$ cat config.mk
export PLATFORM = sky130hd
export DESIGN_NAME = tws_slave_rx
export DESIGN_NICKNAME = d
export VERILOG_FILES = /design/src/tws_pkg.sv /design/src/tws_line_if.sv /design/src/tws_slave_rx.sv /design/src/tws_sync.sv /design/src/tws_shift.sv
export SDC_FILE = /design/constraint.sdc
export NUM_CORES = 1
export LEC_CHECK = 0
export ABC_AREA = 0
export BUFFER_PORTS_ARGS = -buffer_cell sky130_fd_sc_hd__buf_2
export CAP_MARGIN = 20
export CORE_MARGIN = 1
export CORE_UTILIZATION = 25
export CTS_CLUSTER_SIZE = 16
export DETAILED_ROUTE_END_ITERATION = 7
export HOLD_SLACK_MARGIN = 0.03
export SLEW_MARGIN = 15
export SYNTH_ARGS = -nofsm -noshare
export SYNTH_HDL_FRONTEND = slang
export SYNTH_HIERARCHICAL = 1
export SYNTH_SLANG_ARGS = --single-unit
$ cat constraint.sdc
create_clock -name clk -period 4.64 [get_ports clk]
set_input_delay 1.16 -clock clk [delete_from_list [all_inputs] [get_ports clk]]
set_output_delay 1.16 -clock clk [all_outputs]
set_load 0.01 [all_outputs]
$ cat src/tws_pkg.sv
// Constants for the two-wire slave receiver.
// Assumes one 50 MHz system clock and an 8-bit register port.
package tws_pkg;
    // Register offsets on the 3-bit register port
    localparam logic [2:0] REG_CTRL = 3'h0;
    localparam logic [2:0] REG_STAT = 3'h1;
    localparam logic [2:0] REG_DATA = 3'h2;
    localparam logic [2:0] REG_OWN = 3'h3;
    localparam logic [2:0] REG_IRQ_ST = 3'h4;
    localparam logic [2:0] REG_IRQ_MASK = 3'h5;
    // Control register bit positions
    localparam int CTRL_FLAG = 7;
    localparam int CTRL_ACK_EN = 6;
    localparam int CTRL_START = 5;
    localparam int CTRL_STOP = 4;
    localparam int CTRL_WCOL = 3;
    localparam int CTRL_EN = 2;
    localparam int CTRL_IRQ_EN = 0;
    // Own-address register: general call enable is bit 0
    localparam int OWN_GC_EN = 0;
    // Interrupt status and mask bit positions
    localparam int IRQ_SVC = 0;
    localparam int IRQ_STOP = 1;
    localparam int IRQ_WAKE = 2;
    // Reset values
    localparam logic [7:0] CTRL_RST = 8'h00;
    localparam logic [7:0] OWN_RST = 8'h00;
    localparam logic [7:0] MASK_RST = 8'h00;
    localparam logic [7:0] CODE_NONE = 8'hff;
    // Address byte of a general call
    localparam logic [6:0] GC_ADDR = 7'h00;
    // Bits per byte before the acknowledge slot
    localparam logic [3:0] BYTE_BITS = 4'h8;
    // Status codes
    localparam logic [7:0] CODE_OWN_W = 8'h60;
    localparam logic [7:0] CODE_ARB_OWN_W = 8'h68;
    localparam logic [7:0] CODE_GC = 8'h70;
    localparam logic [7:0] CODE_ARB_GC = 8'h78;
    localparam logic [7:0] CODE_DATA_ACK = 8'h80;
    localparam logic [7:0] CODE_DATA_NACK = 8'h88;
    localparam logic [7:0] CODE_GC_ACK = 8'h90;
    localparam logic [7:0] CODE_GC_NACK = 8'h98;
    localparam logic [7:0] CODE_STOP = 8'ha0;
    // Receiver states
    typedef enum logic [2:0] {
        ST_IDLE = 3'b000,
        ST_ADDR = 3'b001,
        ST_ACK = 3'b010,
        ST_HOLD = 3'b011,
        ST_DATA = 3'b100,
        ST_SKIP = 3'b101
    } tws_state_e;
endpackage

$ cat src/tws_line_if.sv
// Bus-line events shared by the synchroniser, shifter and core.
// Assumes all three run on the same system clock.
interface tws_line_if;
    logic scl, sda, scl_rise, scl_fall, start_det, stop_det;
    logic [7:0] rx_byte;
    logic byte_done;
    modport sync (output scl, sda, scl_rise, scl_fall, start_det, stop_det);
    modport shf (input sda, scl_rise, start_det, stop_det,
                 output rx_byte, byte_done);
    modport core (input scl, sda, scl_rise, scl_fall, start_det, stop_det,
                  input rx_byte, byte_done);
endinterface

$ cat src/tws_slave_rx.sv
// Two-wire slave receiver core with its register port.
// Assumes a master-side block supplies arb_lost and consumes start_gen,
// and a power manager drives sleep while clocks other than idle are off.
// What this block does
// - Answer as slave to the seven-bit own address in bits 7..1.
// - Own-address bit 0 enables answering the general call address 0x00.
// - With acknowledge enable low, never acknowledge own address or call.
// - Direction bit zero selects receive; one selects slave transmit.
// - After own address with write, set service flag and valid status.
// - Acknowledge enable cleared means NACK after the next data byte.
// - In deep sleep, still recognise and acknowledge, running on the system clock clk.
// - After a sleep match, request wake-up and hold SCL till flag cleared.
// - Data register need not hold the last bus byte after sleep wake.
// - Status 0x60 for own address plus write acknowledged.
// - Status 0x68 for own address after lost arbitration.
// - Status 0x70 for general call acknowledged.
// - Status 0x78 for general call after lost arbitration.
// - Status 0x80 for data acknowledged under own address.
// - Status 0x88 for data not acknowledged under own address; then not addressed.
// - Leaving after a NACKed data byte with start request set issues START once bus is free.
//
// Design decisions made here: the register offsets and the address-and-strobe port.
module tws_slave_rx (
    // Clock and reset
    input wire logic clk,
    input wire logic rst_n,
    // Register port
    input wire logic [2:0] addr,
    input wire logic [7:0] wdata,
    input wire logic wr,
    input wire logic rd,
    output logic [7:0] rdata,
    // Bus pins, open drain
    input wire logic scl_in,
    output logic scl_out,
    output logic scl_oe,
    input wire logic sda_in,
    output logic sda_out,
    output logic sda_oe,
    // System
    input wire logic sleep,
    input wire logic arb_lost,
    output logic wake_req,
    output logic start_gen,
    output logic irq
);
    tws_line_if ln ();
    tws_pkg::tws_state_e st_q;
    logic flag, ack_en, start_req, stop_req, wcol, en, irq_en;
    logic [7:0] own, data_q, code, irq_st, irq_mask;
    logic gc_q, arb_q, ack_val, ack_on, ack_fell, addr_ack, nack_q;
    logic start_pend, busy;
    logic ctrl_wr, flag_clr, own_hit, gc_hit, ack_end, bus_evt, stop_evt;
    logic set_evt, wake_evt;

    tws_sync u_sync (
        .clk(clk),
        .rst_n(rst_n),
        .scl_in(scl_in),
        .sda_in(sda_in),
        .ln(ln.sync)
    );

    tws_shift u_shift (
        .clk(clk),
        .rst_n(rst_n),
        .ln(ln.shf)
    );

    // Status code for the end of an acknowledge slot
    function automatic logic [7:0] slot_code(input logic adr, input logic gc,
                                             input logic arb,
                                             input logic nack);
        if (adr && gc) begin
            slot_code = arb ? tws_pkg::CODE_ARB_GC : tws_pkg::CODE_GC;
        end else if (adr) begin
            slot_code = arb ? tws_pkg::CODE_ARB_OWN_W : tws_pkg::CODE_OWN_W;
        end else if (gc) begin
            slot_code = nack ? tws_pkg::CODE_GC_NACK : tws_pkg::CODE_GC_ACK;
        end else begin
            slot_code = nack ? tws_pkg::CODE_DATA_NACK
                             : tws_pkg::CODE_DATA_ACK;
        end
    endfunction

    // Decodes and events
    assign ctrl_wr = wr && (addr == tws_pkg::REG_CTRL);
    assign flag_clr = ctrl_wr && wdata[tws_pkg::CTRL_FLAG];
    assign own_hit = (ln.rx_byte[7:1] == own[7:1]) && !ln.rx_byte[0];
    assign gc_hit = (ln.rx_byte == {tws_pkg::GC_ADDR, 1'b0})
        && own[tws_pkg::OWN_GC_EN];
    assign ack_end = (st_q == tws_pkg::ST_ACK) && ln.scl_fall && ack_fell;
    assign bus_evt = ln.start_det || ln.stop_det;
    assign stop_evt = (st_q == tws_pkg::ST_DATA) && bus_evt && en;
    assign set_evt = ack_end || stop_evt;
    assign wake_evt = ack_end && addr_ack && sleep;

    // Control register; flag set wins over a software clear
    always_ff @(posedge clk) begin
        if (!rst_n) begin
            flag <= tws_pkg::CTRL_RST[tws_pkg::CTRL_FLAG];
            ack_en <= tws_pkg::CTRL_RST[tws_pkg::CTRL_ACK_EN];
            start_req <= tws_pkg::CTRL_RST[tws_pkg::CTRL_START];
            stop_req <= tws_pkg::CTRL_RST[tws_pkg::CTRL_STOP];
            en <= tws_pkg::CTRL_RST[tws_pkg::CTRL_EN];
            irq_en <= tws_pkg::CTRL_RST[tws_pkg::CTRL_IRQ_EN];
        end else begin
            if (set_evt) begin
                flag <= 1'b1;
            end else if (flag_clr) begin
                flag <= 1'b0;
            end
            if (ctrl_wr) begin
                ack_en <= wdata[tws_pkg::CTRL_ACK_EN];
                start_req <= wdata[tws_pkg::CTRL_START];
                stop_req <= wdata[tws_pkg::CTRL_STOP];
                en <= wdata[tws_pkg::CTRL_EN];
                irq_en <= wdata[tws_pkg::CTRL_IRQ_EN];
            end
        end
    end

    // Own address and interrupt mask
    always_ff @(posedge clk) begin
        if (!rst_n) begin
            own <= tws_pkg::OWN_RST;
            irq_mask <= tws_pkg::MASK_RST;
        end else begin
            if (wr && addr == tws_pkg::REG_OWN) begin
                own <= wdata;
            end
            if (wr && addr == tws_pkg::REG_IRQ_MASK) begin
                irq_mask <= wdata;
            end
        end
    end

    // Data register; a sleeping core does not capture bus bytes
    always_ff @(posedge clk) begin
        if (!rst_n) begin
            data_q <= 8'h00;
            wcol <= 1'b0;
        end else if (st_q == tws_pkg::ST_DATA && ln.byte_done && !sleep) begin
            data_q <= ln.rx_byte;
        end else if (wr && addr == tws_pkg::REG_DATA) begin
            if (flag) begin
                data_q <= wdata;
                wcol <= 1'b0;
            end else begin
                wcol <= 1'b1; // Write while the bus owns the register
            end
        end
    end

    // Lost arbitration is remembered until the address slot reports it
    always_ff @(posedge clk) begin
        if (!rst_n) begin
            arb_q <= 1'b0;
        end else if (arb_lost) begin
            arb_q <= 1'b1;
        end else if (ack_end && addr_ack) begin
            arb_q <= 1'b0;
        end
    end

    // Bus busy between START and STOP
    always_ff @(posedge clk) begin
        if (!rst_n) begin
            busy <= 1'b0;
        end else if (ln.start_det) begin
            busy <= 1'b1;
        end else if (ln.stop_det) begin
            busy <= 1'b0;
        end
    end

    // Receiver sequence
    always_ff @(posedge clk) begin
        if (!rst_n) begin
            st_q <= tws_pkg::ST_IDLE;
            code <= tws_pkg::CODE_NONE;
            gc_q <= 1'b0;
            ack_val <= 1'b0;
            ack_on <= 1'b0;
            ack_fell <= 1'b0;
            addr_ack <= 1'b0;
            nack_q <= 1'b0;
            start_pend <= 1'b0;
            start_gen <= 1'b0;
        end else begin
            start_gen <= start_pend && !busy;
            if (start_pend && !busy) begin
                start_pend <= 1'b0;
            end
            if (!en) begin
                st_q <= tws_pkg::ST_IDLE;
                ack_on <= 1'b0;
                ack_fell <= 1'b0;
            end else if (bus_evt) begin
                // Address recognition restarts on every START
                st_q <= ln.start_det ? tws_pkg::ST_ADDR : tws_pkg::ST_IDLE;
                ack_on <= 1'b0;
                ack_fell <= 1'b0;
                if (stop_evt) begin
                    code <= tws_pkg::CODE_STOP;
                end
            end else begin
                case (st_q)
                    tws_pkg::ST_ADDR: begin
                        if (ln.byte_done) begin
                            // Read direction belongs to the transmitter
                            if (ack_en && (own_hit || gc_hit)) begin
                                st_q <= tws_pkg::ST_ACK;
                                ack_val <= 1'b1;
                                addr_ack <= 1'b1;
                                gc_q <= gc_hit;
                            end else begin
                                st_q <= tws_pkg::ST_SKIP;
                            end
                        end
                    end
                    tws_pkg::ST_ACK: begin
                        if (ln.scl_fall && !ack_fell) begin
                            ack_fell <= 1'b1;
                            ack_on <= ack_val;
                        end else if (ln.scl_fall) begin
                            ack_on <= 1'b0;
                            ack_fell <= 1'b0;
                            nack_q <= !ack_val;
                            st_q <= tws_pkg::ST_HOLD;
                            code <= slot_code(addr_ack, gc_q, arb_q, !ack_val);
                        end
                    end
                    tws_pkg::ST_HOLD: begin
                        if (flag_clr && !set_evt) begin
                            addr_ack <= 1'b0;
                            if (nack_q) begin
                                st_q <= tws_pkg::ST_IDLE;
                                start_pend <= wdata[tws_pkg::CTRL_START];
                            end else begin
                                st_q <= tws_pkg::ST_DATA;
                            end
                        end
                    end
                    tws_pkg::ST_DATA: begin
                        if (ln.byte_done) begin
                            st_q <= tws_pkg::ST_ACK;
                            ack_val <= ack_en;
                        end
                    end
                    tws_pkg::ST_IDLE, tws_pkg::ST_SKIP: begin
                        st_q <= st_q;
                    end
                    default: begin
                        st_q <= tws_pkg::ST_IDLE;
                    end
                endcase
            end
        end
    end

    // Pin drivers; SCL stays low while the flag is pending in ST_HOLD
    always_ff @(posedge clk) begin
        if (!rst_n) begin
            sda_oe <= 1'b0;
            scl_oe <= 1'b0;
            sda_out <= 1'b0;
            scl_out <= 1'b0;
            wake_req <= 1'b0;
        end else begin
            sda_oe <= ack_on;
            scl_oe <= flag && (st_q == tws_pkg::ST_HOLD);
            sda_out <= 1'b0; // Open drain only ever pulls low
            scl_out <= 1'b0;
            wake_req <= sleep && flag && (st_q == tws_pkg::ST_HOLD);
        end
    end

    // Sticky interrupt status, cleared by reading it; new events win
    always_ff @(posedge clk) begin
        if (!rst_n) begin
            irq_st <= 8'h00;
            irq <= 1'b0;
        end else begin
            irq_st <= ((rd && addr == tws_pkg::REG_IRQ_ST) ? 8'h00 : irq_st)
                | (8'(set_evt) << tws_pkg::IRQ_SVC)
                | (8'(stop_evt) << tws_pkg::IRQ_STOP)
                | (8'(wake_evt) << tws_pkg::IRQ_WAKE);
            irq <= |(irq_st & irq_mask);
        end
    end

    // Read data, valid only in the cycle after the strobe
    always_ff @(posedge clk) begin
        if (!rst_n) begin
            rdata <= 8'h00;
        end else if (rd) begin
            case (addr)
                tws_pkg::REG_CTRL: rdata <= {flag, ack_en, start_req,
                    stop_req, wcol, en, 1'b0, irq_en};
                // Prescaler field reads zero here
                tws_pkg::REG_STAT: rdata <= {code[7:3], 3'h0};
                tws_pkg::REG_DATA: rdata <= data_q;
                tws_pkg::REG_OWN: rdata <= own;
                tws_pkg::REG_IRQ_ST: rdata <= irq_st;
                tws_pkg::REG_IRQ_MASK: rdata <= irq_mask;
                default: rdata <= 8'h00;
            endcase
        end else begin
            rdata <= 8'h00;
        end
    end
endmodule // tws_slave_rx

$ cat src/tws_sync.sv
// Pin synchroniser and bus condition detector.
// Assumes SCL and SDA come straight from pads, unrelated to clk.
module tws_sync (
    // Clock and reset
    input wire logic clk,
    input wire logic rst_n,
    // Pads
    input wire logic scl_in,
    input wire logic sda_in,
    // Events
    tws_line_if.sync ln
);
    logic [1:0] s1, s2, s3, lvl, next_lvl;

    // Three stages; bit 1 is SCL, bit 0 is SDA
    always_ff @(posedge clk) begin
        if (!rst_n) begin
            s1 <= 2'h3;
            s2 <= 2'h3;
            s3 <= 2'h3;
        end else begin
            s1 <= {scl_in, sda_in};
            s2 <= s1;
            s3 <= s2;
        end
    end

    // A level only moves once stages two and three agree
    always_comb begin
        for (int i = 0; i < 2; i++) begin
            next_lvl[i] = (s2[i] == s3[i]) ? s3[i] : lvl[i];
        end
    end

    // Edges and conditions from the filtered levels
    always_ff @(posedge clk) begin
        if (!rst_n) begin
            lvl <= 2'h3;
            ln.scl <= 1'b1;
            ln.sda <= 1'b1;
            ln.scl_rise <= 1'b0;
            ln.scl_fall <= 1'b0;
            ln.start_det <= 1'b0;
            ln.stop_det <= 1'b0;
        end else begin
            lvl <= next_lvl;
            ln.scl <= next_lvl[1];
            ln.sda <= next_lvl[0];
            ln.scl_rise <= !lvl[1] && next_lvl[1];
            ln.scl_fall <= lvl[1] && !next_lvl[1];
            ln.start_det <= lvl[1] && next_lvl[1] && lvl[0] && !next_lvl[0];
            ln.stop_det <= lvl[1] && next_lvl[1] && !lvl[0] && next_lvl[0];
        end
    end
endmodule // tws_sync

$ cat src/tws_shift.sv
// Bit counter and receive shift register.
// Assumes filtered line events from the synchroniser.
module tws_shift (
    // Clock and reset
    input wire logic clk,
    input wire logic rst_n,
    // Line
    tws_line_if.shf ln
);
    logic [3:0] cnt;

    // Eight data bits, then the acknowledge slot wraps the count
    always_ff @(posedge clk) begin
        if (!rst_n) begin
            cnt <= 4'h0;
            ln.rx_byte <= 8'h00;
            ln.byte_done <= 1'b0;
        end else begin
            ln.byte_done <= ln.scl_rise && (cnt == tws_pkg::BYTE_BITS - 4'h1);
            if (ln.start_det || ln.stop_det) begin
                cnt <= 4'h0;
            end else if (ln.scl_rise) begin
                cnt <= (cnt == tws_pkg::BYTE_BITS) ? 4'h0 : cnt + 4'h1;
                if (cnt != tws_pkg::BYTE_BITS) begin
                    ln.rx_byte <= {ln.rx_byte[6:0], ln.sda}; // MSB first
                end
            end
        end
    end
endmodule // tws_shift

==> flow_summary_export.csv, run 1 <==
group,metric,value,unit
clocking,cts-root-buf,"clkbuf_16",
power,p_int,1160,uW
logic_synthesis,synth_warnings,6,
critical_path,path_delay_family,"simple AND/OR/NAND/NOR gates",
layout,regArea,1780,um2
die,die_h,128,um
placement,dp_hpwl,6930,um
logic_synthesis,synth_edf_count,0,
timing,grt_setup_unrepaired,"false",
global_routing,grt.total_usage,0.123,
detailed_routing,vias,3188,
critical_path,rr_startpoint,"st_q[2]$_SDFFE_PN0P_",
timing,skew,8.33,ps
die,row_count,45,
timing,holdWs,403,ps
logic_synthesis,synth_area,4000,um2
timing,slew_violations,0,
hold_path,hp-class,"flip-flop to flip-flop",
hold_path,hold_start,"u_sync/s1[1]$_SDFF_PN1_",
critical_path,ff2ff_setup_slack,2270,ps
clocking,htreeDepth,3,
placement,portBuffers,31,
logic_synthesis,async_reset_ff_frac,0,
detailed_routing,drc,0,
logic_synthesis,synth.distinct_cells,70,
power,p_sw,370,uW
run,drv_cap,0,
logic_synthesis,synth_ff_type,"dfxtp_1",
global_routing,grt_pass1_vias,3142,
timing,relSlewSlack,0.555,
layout,layout-drive-gt1-share,0.146,
power,p_per_area,337,nW/um2
clocking,numCtsBuffers,9,
detailed_routing,routed_wl,9600,um
logic_synthesis,avgSynthCellArea,9.06,um2
clocking,cts_setup_buffers,0,
layout,fin_area,4560,um2
layout,multi_input_area,2050,um2
placement,routabilityCongestion,0.848,
layout,antenna_cells,0,
critical_path,critPathLaunchType,"input pin",
detailed_routing,drtPass1Iterations,4,
power,peakVddDrop,166,uV
timing,setup_viol_count_final,0,
outcome,outcome,"finished, final reports clean",
critical_path,worstPathMaxFanout,18,
detailed_routing,ant_nets,0,
global_routing,grt-ovfl-total,0,
critical_path,endpoint_kind,"flip-flop",
power,p_clk_frac,0.446,
power,sequentialPowerShare,0.507,
layout,area_delta_synth_final,14.1,%
critical_path,worst-endpoint-required,4880,ps
global_routing,grt_max_degree,35,
timing,tns,0,ps
timing,fin_crit,2470,ps
critical_path,cpMaxStageDelayCell,"nor4b_4",
layout,nFillCells,1644,
die,start_util,0.259,
timing,max_freq,405,MHz
critical_path,critical_path_class,"input pin to flip-flop",
power,power,1530,uW
detailed_routing,wire_per_inst,14.2,um
die,ios,34,
clocking,cts.sinks,89,
timing,final-hold-violation-count,0,
critical_path,startpoint,"addr[2]",
power,p_leak,0.00177,uW
critical_path,cp_cell_sequence,"buf_2, nor4b_4, nand2_4, nor4_2, o32ai_1, a41o_1",
logic_synthesis,synth_top_area_cell,"dfxtp_1",
logic_synthesis,synthCells,441,
detailed_routing,drt_iter0_markers,257,
logic_synthesis,synth.top_cells.by_area,"dfxtp_1, mux2i_1, nand2_1, a21oi_1, nor2_1",
logic_synthesis,synth_seq_cells,89,
global_routing,antenna_found_initial,0,
die,coreArea,15400,um2
clocking,cts_resized,0,
clocking,hold_buffers,0,
timing,worstMarginPinSlew,666,ps
power,combPwrFrac,0.047,
timing,finalCritPeriodShare,0.532,
layout,nets,481,
clocking,clock_latency,350,ps
detailed_routing,vias_per_cell,4.72,
placement,place_area,4280,um2
clocking,clkTransAtPathRegs,60,ps
die,die_width,128,um
die,die_area,16500,um2
critical_path,critPathMaxStageDelay,610,ps
clocking,max-clock-path-buffers,2,
critical_path,cp_num_buf_inv,1,
clocking,cts_tree,"done",
logic_synthesis,netlist.area_leader.share,0.446,
global_routing,grt_pass1_wl,15900,um
logic_synthesis,seq_area_frac_synth,0.446,
power,p_sw_frac,0.241,
critical_path,cp_data_arrival_time,2710,ps
-- area by class of cell --
cell class	count	area share
Timing Repair Buffer	33	0.0373
Clock inverter	6	0.0107
Tap cell	211	0.0579
Sequential cell	89	0.391
Inverter	5	0.00412
Multi-Input combinational cell	322	0.449
Clock buffer	10	0.0502
-- power groups by stage --
stage	logic [uW]	registers [uW]	clock network [uW]
floorplan	47.7	793	0
global placement	70.7	795	0
detailed placement	71.3	795	0
CTS	71.8	778	707
global route	78.7	778	737
finish	71.7	778	685
-- cell usage after synthesis (3+ instances only) --
master	number
a21boi_0	3
a21oi_1	39
a211oi_1	8
nand2b_1	11
a22oi_1	3
buf_6	5
and2_1	7
nand2_1	67
o21ai_0	8
nor4_1	3
buf_2	3
nand3b_1	3
nand3_1	11
nand4_1	5
and3_1	5
clkbuf_1	14
inv_1	4
nor2_1	43
mux2i_1	28
or2b_1	4
nor3_1	4
dfxtp_1	89
a32oi_1	4
xor2_1	8
buf_4	4
-- per-stage QoR --
stage | instances | util | setup slack [ps]
finish | 676 | 0.296 | 2170
global route | 676 | 0.296 | 2060
CTS | 676 | 0.296 | 2180
detailed placement | 660 | 0.278 | 1820
global placement | 660 | 0.278 | 1850
floorplan | 442 | - | 2100
-- kinds of logic after synthesis --
family	share of synthesized area
buffers and inverters	0.0432
flip-flops	0.446
AO/OA/AOI/OAI	0.145
other	0.000938
multiplexers	0.0870
XOR/XNOR	0.0219
AND/OR/NAND/NOR	0.250
adder cells (fa/ha/maj)	0.00626
-- final timing paths --
kind / to / depth (start not counted)
worst max-delay path: addr_ack$_SDFFE_PN0P_ / 6
worst min-delay path: u_sync/s2[1]$_SDFF_PN1_ / 1
worst max register to register: data_q[1]$_SDFFE_PN0P_ / 5
worst min register to register: u_sync/s2[1]$_SDFF_PN1_ / 1
-- worst reg2reg max path, stage by stage, from the launching register on --
cell      delay (ps)
dfxtp_1          560
nor3b_2          420
nand3b_1         540
nand2_2          470
nor2_1            90
a211oi_1         210
-- sequential cells by signal (all words and copies together) (netlist names), 2 cells and up --
| signal | count |
|---|---|
| u_sync/s2 | 2 |
| u_shift/cnt | 4 |
| own | 8 |
| u_sync/s3 | 2 |
| irq_st | 3 |
| data_q | 8 |
| st_q | 3 |
| rdata | 8 |
| code | 5 |
| irq_mask | 8 |
| u_shift/ln.rx_byte | 8 |
| u_sync/s1 | 2 |
-- routing by layer --
layer	GRT usage	part of all wire
met4	0.0339	0.0095
met3	0.0403	0.057
met1	0.151	0.45
met2	0.206	0.48
met5	0	0
-- placed cells by master, fill, tap and decap left out, drive strengths merged, types with 5 or more instances in the layout --
master,count
clkbuf,10
mux2i,28
inv,7
nand2b,11
nand2,69
and2,7
o21ai,9
nor4,5
nand4,5
nand3,12
a211oi,8
a21oi,39
buf,33
dfxtp,89
and3,5
nor2,43
xor2,8
Note: power is estimated with default switching activity, not from simulation.
==> inputs of run 2 (changes only) <==
- ABC_AREA: 0 -> 1
- clock period: 4.64 -> 2.2 ns (I/O delays scaled with it)
==> run 2 against run 1 <==
Sequential power is 110% higher. Total power is 120% higher. Clock power is 130% higher. Design area is 1.9% higher. Critical endpoint is now code[6]$_SDFFE_PN1P_. Highest routed layer unchanged.
==> flow_summary_export.csv, run 2 <==
group,metric,value,unit
die,row_count,45,
logic_synthesis,synth_ff_type,"dfxtp_1",
clocking,max-clock-path-buffers,2,
detailed_routing,wire_per_inst,11.7,um
clocking,cts_setup_buffers,0,
die,ios,34,
timing,fin_crit,1750,ps
die,start_util,0.258,
layout,multi_input_area,1780,um2
critical_path,worstSetupEndpoint,"code[6]$_SDFFE_PN1P_",
timing,skew,8.99,ps
detailed_routing,vias,3483,
critical_path,cp.depth,9,
clocking,hold_buffers,0,
layout,final_cell_mix,"nand2_1, dfxtp_1, inv_1",
placement,portBuffers,31,
critical_path,cp_num_buf_inv,2,
critical_path,r2r_cells,9,
logic_synthesis,synth_area,3940,um2
global_routing,grt-ovfl-total,0,
logic_synthesis,synth.most_common_cell,"nand2_1",
outcome,outcome,"finished, final reports clean",
die,coreArea,15300,um2
critical_path,reg2reg_to,"code[6]$_SDFFE_PN1P_",
logic_synthesis,seq_area_frac_synth,0.453,
die,die_area,16200,um2
logic_synthesis,synth_seq_cells,89,
die,die_width,127,um
logic_synthesis,synthCells,545,
clocking,clkTransAtPathRegs,70,ps
logic_synthesis,synth.top_cells.by_area,"dfxtp_1, nand2_1, inv_1, o21ai_0, a21oi_1",
layout,nets,600,
detailed_routing,routed_wl,9280,um
timing,worstMarginPinSlew,553,ps
detailed_routing,drt_iter0_markers,247,
logic_synthesis,synthTopCellsByCount,"nand2_1, dfxtp_1, inv_1",
critical_path,critical_path_class,"flip-flop to flip-flop",
critical_path,cp_data_arrival_time,1990,ps
hold_path,hold_start,"sda_in",
clocking,numCtsBuffers,9,
layout,antenna_cells,0,
logic_synthesis,synth_edf_count,0,
power,p_leak,0.00187,uW
layout,nFillCells,1639,
timing,finalCritPeriodShare,0.796,
layout,final_common_cell,"nand2_1",
timing,tns,0,ps
detailed_routing,vias_per_cell,4.38,
die,die_h,127,um
clocking,htreeDepth,3,
global_routing,grt_pass1_vias,3279,
layout,area_delta_synth_final,18.0,%
timing,grt_setup_unrepaired,"false",
clocking,cts.sinks,89,
clocking,clock_latency,350,ps
layout,layout-drive-gt1-share,0.130,
timing,max_freq,571,MHz
global_routing,grt_pass1_wl,15900,um
placement,routabilityCongestion,0.853,
timing,slew_violations,0,
detailed_routing,drtPass1Iterations,5,
critical_path,rr_startpoint,"st_q[2]$_SDFFE_PN0P_",
critical_path,endpoint_kind,"flip-flop",
placement,dp_hpwl,7010,um
timing,final-hold-violation-count,0,
layout,fin_util,0.304,
global_routing,grt_max_degree,34,
power,peakVddDrop,359,uV
clocking,cts-root-buf,"clkbuf_16",
critical_path,path_delay_family,"simple AND/OR/NAND/NOR gates",
critical_path,worstPathMaxFanout,7,
run,drv_cap,0,
global_routing,grt.total_usage,0.124,
hold_path,hp-class,"input pin to flip-flop",
critical_path,ff2ff_setup_slack,450,ps
clocking,cts_resized,0,
critical_path,worst-endpoint-required,2440,ps
logic_synthesis,synth_top_area_cell,"dfxtp_1",
critical_path,critPathLaunchType,"flip-flop",
critical_path,cp_cell_sequence,"inv_2, nor3_4, nand3_1, o21ai_0, o21ai_0, inv_1, nand2_1, o21ai_0, nand2_1",
logic_synthesis,netlist.area_leader.share,0.453,
logic_synthesis,synth.distinct_cells,41,
logic_synthesis,async_reset_ff_frac,0,
logic_synthesis,avgSynthCellArea,7.22,um2
timing,setup_viol_count_final,0,
critical_path,cpMaxStageDelayCell,"dfxtp_1",
critical_path,critPathMaxStageDelay,410,ps
critical_path,startpoint,"st_q[2]$_SDFFE_PN0P_",
logic_synthesis,synth_warnings,6,
timing,relSlewSlack,0.630,
power,p_per_area,737,nW/um2
critical_path,crit_top_cell,"o21ai_0",
layout,regArea,1780,um2
detailed_routing,drc,0,
global_routing,antenna_found_initial,0,
clocking,cts_tree,"done",
detailed_routing,ant_nets,0,
==> run 2: changes by cell type after synthesis, sizes merged, moves of 9 or more <==
cell    previous run  this run
mux2i             28         0
o21ai              9        54
nor2              43        68
nand3             12        34
nand2b            11         0
nand2             69       110
a21oi             39        48
inv                4        83
==> run 2: through the flow <==
step / cell area, um2 / worst slack, ps / power, uW / hold WS, ps / std cells
2_1_floorplan: 3940 / 485 / 1800 / 386 / 546
6_report: 4640 / 448 / 3420 / 386 / 795
4_1_cts: 4640 / 453 / 3470 / 375 / 795
3_3_place_gp: 4330 / 206 / 1860 / 393 / 779
3_5_place_dp: 4330 / 142 / 1860 / 393 / 779
5_1_grt: 4640 / 191 / 3560 / 379 / 795
==> run 2: area by class of cell <==
cell class                 instances  area share
clock buffer                      10      0.0515
tap                              211      0.0568
multi-input combinational        361       0.383
clock inverter                     6      0.0159
sequential                        89       0.384
inverter                          83      0.0671
timing repair buffer              35      0.0426
==> run 2: cells by family (layout without fill, tap and decap cells) <==
kind of cell,after synthesis,count (layout),share of synthesized area
other cells,1,2,0.000953
fa+ha+maj,2,2,0.00636
buf+inv,96,134,0.0967
compound gates,124,124,0.180
flops,89,89,0.453
simple gates,232,232,0.261
xor+xnor,1,1,0.00223
==> run 2: worst min-delay path by stage <==
stage / slack [ps] / to / cells past startpoint
2_1_floorplan: 390 / u_sync/s2[0]$_SDFF_PN1_ / 1
3_3_place_gp: 390 / u_sync/s2[1]$_SDFF_PN1_ / 1
3_5_place_dp: 390 / u_sync/s2[1]$_SDFF_PN1_ / 1
4_1_cts: 370 / u_sync/s1[1]$_SDFF_PN1_ / 2
5_1_grt: 380 / u_sync/s1[1]$_SDFF_PN1_ / 2
6_report: 390 / u_sync/s1[0]$_SDFF_PN1_ / 2
==> run 2: per-layer routing <==
metal  routed length, um  track usage
met1                4520        0.160
met2                4220        0.201
met3                 433       0.0335
met4                 107       0.0399
met5                   0            0
==> run 2: report_power, final <==
part	switching [uW]	leakage (uW)	internal, uW
logic	121	0.000997	58.2
clock network	670	0.000148	927
registers	12.4	0.000721	1640
==> inputs of run 3 (changes only) <==
- clock period: 2.2 -> 1.4 ns (I/O delays scaled with it)
==> run 3 against run 2 <==
The run now ends with negative setup slack left. Final cell count is 8.8% higher. Via count rose by 8.0%. Clock power up 56%. Sequential share of layout area is 5.1 points lower. Largest cell class is now multi-input gates. Count of clock-buffer cells in the layout stayed put.
==> flow_summary_export.csv, run 3 (same netlist as run 2, synthesis figures left out) <==
group,metric,value,unit
critical_path,crit_top_cell,"nand3_2",
hold_path,hold_start,"sda_in",
critical_path,startpoint,"st_q[1]$_SDFFE_PN0P_",
die,die_width,127,um
power,p_leak,0.00223,uW
placement,portBuffers,31,
layout,regArea,1800,um2
global_routing,grt_pass1_wl,17100,um
critical_path,worst-endpoint-required,1670,ps
detailed_routing,routed_wl,10300,um
clocking,numCtsBuffers,9,
die,start_util,0.258,
detailed_routing,ant_nets,0,
critical_path,cp_data_arrival_time,1760,ps
detailed_routing,drc,0,
placement,dp_hpwl,7730,um
global_routing,antenna_found_initial,0,
global_routing,grt-ovfl-total,0,
detailed_routing,vias_per_cell,4.35,
power,peakVddDrop,580,uV
clocking,clkTransAtPathRegs,60,ps
detailed_routing,drtPass1Iterations,5,
hold_path,hp-class,"input pin to flip-flop",
critical_path,rr_startpoint,"st_q[1]$_SDFFE_PN0P_",
global_routing,grt_pass1_vias,3457,
placement,routabilityCongestion,0.871,
critical_path,path_delay_family,"simple AND/OR/NAND/NOR gates",
timing,worst_slack,-88.7,ps
outcome,outcome,"finished, violations left",
timing,grt_setup_unrepaired,"true",
clocking,clock_latency,350,ps
timing,tns,-763,ps
run,drv_cap,0,
critical_path,critPathLaunchType,"flip-flop",
critical_path,critical_path_class,"flip-flop to flip-flop",
placement,place_worst_setup_slack,-151,ps
critical_path,cpMaxStageDelayCell,"dfxtp_4",
global_routing,grt_max_degree,27,
global_routing,grt.total_usage,0.134,
timing,finalCritPeriodShare,1.06,
layout,final_cell_mix,"nand2_1, dfxtp_1, inv_1",
layout,fin_util,0.356,
detailed_routing,drt_iter0_markers,229,
critical_path,critPathMaxStageDelay,360,ps
timing,fin_crit,1490,ps
clocking,htreeDepth,3,
clocking,cts-root-buf,"clkbuf_16",
critical_path,worstPathMaxFanout,5,
critical_path,cp_cell_sequence,"nor3_4, nand3_2, nand2_2, nor2_2, o21ai_4, nand3_2, a21oi_2",
critical_path,ff2ff_setup_slack,-90,ps
critical_path,endpoint_kind,"flip-flop",
die,coreArea,15300,um2
timing,skew,13.1,ps
placement,placed_cells,842,
die,ios,34,
timing,final-hold-violation-count,0,
timing,setup_viol_count_final,12,
layout,final_common_cell,"nand2_1",
detailed_routing,vias,3760,
die,die_area,16200,um2
timing,holdWs,183,ps
clocking,max-clock-path-buffers,2,
outcome,violations,"negative setup slack",
layout,antenna_cells,0,
layout,layout-drive-gt1-share,0.312,
clocking,hold_buffers,0,
power,p_per_area,1010,nW/um2
critical_path,cp_num_buf_inv,0,
clocking,cts_tree,"done",
layout,area_delta_synth_final,37.9,%
layout,finalNonFillerCells,865,
die,die_h,127,um
timing,slew_violations,0,
detailed_routing,wire_per_inst,11.9,um
clocking,cts.sinks,89,
layout,nFillCells,1597,
layout,multi_input_area,1980,um2
layout,nets,670,
timing,max_freq,672,MHz
die,row_count,45,
run 3: changes by cell type in the layout (fill, tap and decap cells not counted), moves of 9 or more:
cell,before,now
buf_4,3,67
o21ai_0,50,38
dfxtp_2,0,9
dfxtp_1,89,77
run 3: power breakdown:
part | switching, uW | internal (uW)
Sequential | 20.3 | 2570
Combinational | 220 | 144
Clock | 1050 | 1450
Total | 1290 | 4160
run 3: timing repair:
item,4_1_cts,5_1_grt
pin swaps,8,14
gates resized for setup,31,52
setup endpoints to repair,20,22
hold endpoints to repair,0,0
gates cloned,0,0
setup buffers,4,3
run 3: worst register-to-register path, stage by stage (launching register included):
cell,delay (ps)
dfxtp_4,360
nor3_4,240
nand3_2,160
nand2_2,120
nor2_2,60
o21ai_4,240
nand3_2,100
a21oi_2,150
run 3: worst paths after layout:
kind	endpoint	cells after the start
setup reg to reg	st_q[1]$_SDFFE_PN0P_	7
hold reg to reg	u_sync/s2[0]$_SDFF_PN1_	1
setup / recovery	st_q[1]$_SDFFE_PN0P_	7
hold / removal	u_sync/s1[0]$_SDFF_PN1_	2
run 3: cell type report:
type | instances | area share
clock buffer | 10 | 0.0440
clock inverter | 6 | 0.0134
tap | 211 | 0.0487
timing repair buffer | 105 | 0.139
sequential | 89 | 0.332
multi-input combinational | 361 | 0.365
inverter | 83 | 0.0579
run 3: per-layer routing:
layer | track usage | vias up | share of wire
met1 | 0.181 | 1697 | 0.49
met3 | 0.0394 | 7 | 0.047
li1 | - | 1976 | -
met2 | 0.212 | 80 | 0.46
met4 | 0.0294 | 0 | 0.0078
met5 | 0 | - | 0
run 3: stage by stage:
stage | instance area (um2) | total power (uW)
after detailed placement | 4840 | 2990
after floorplan | 3970 | 2830
after CTS | 5270 | 5520
final | 5430 | 5450
after global placement | 4840 | 2990
after global routing | 5430 | 5700
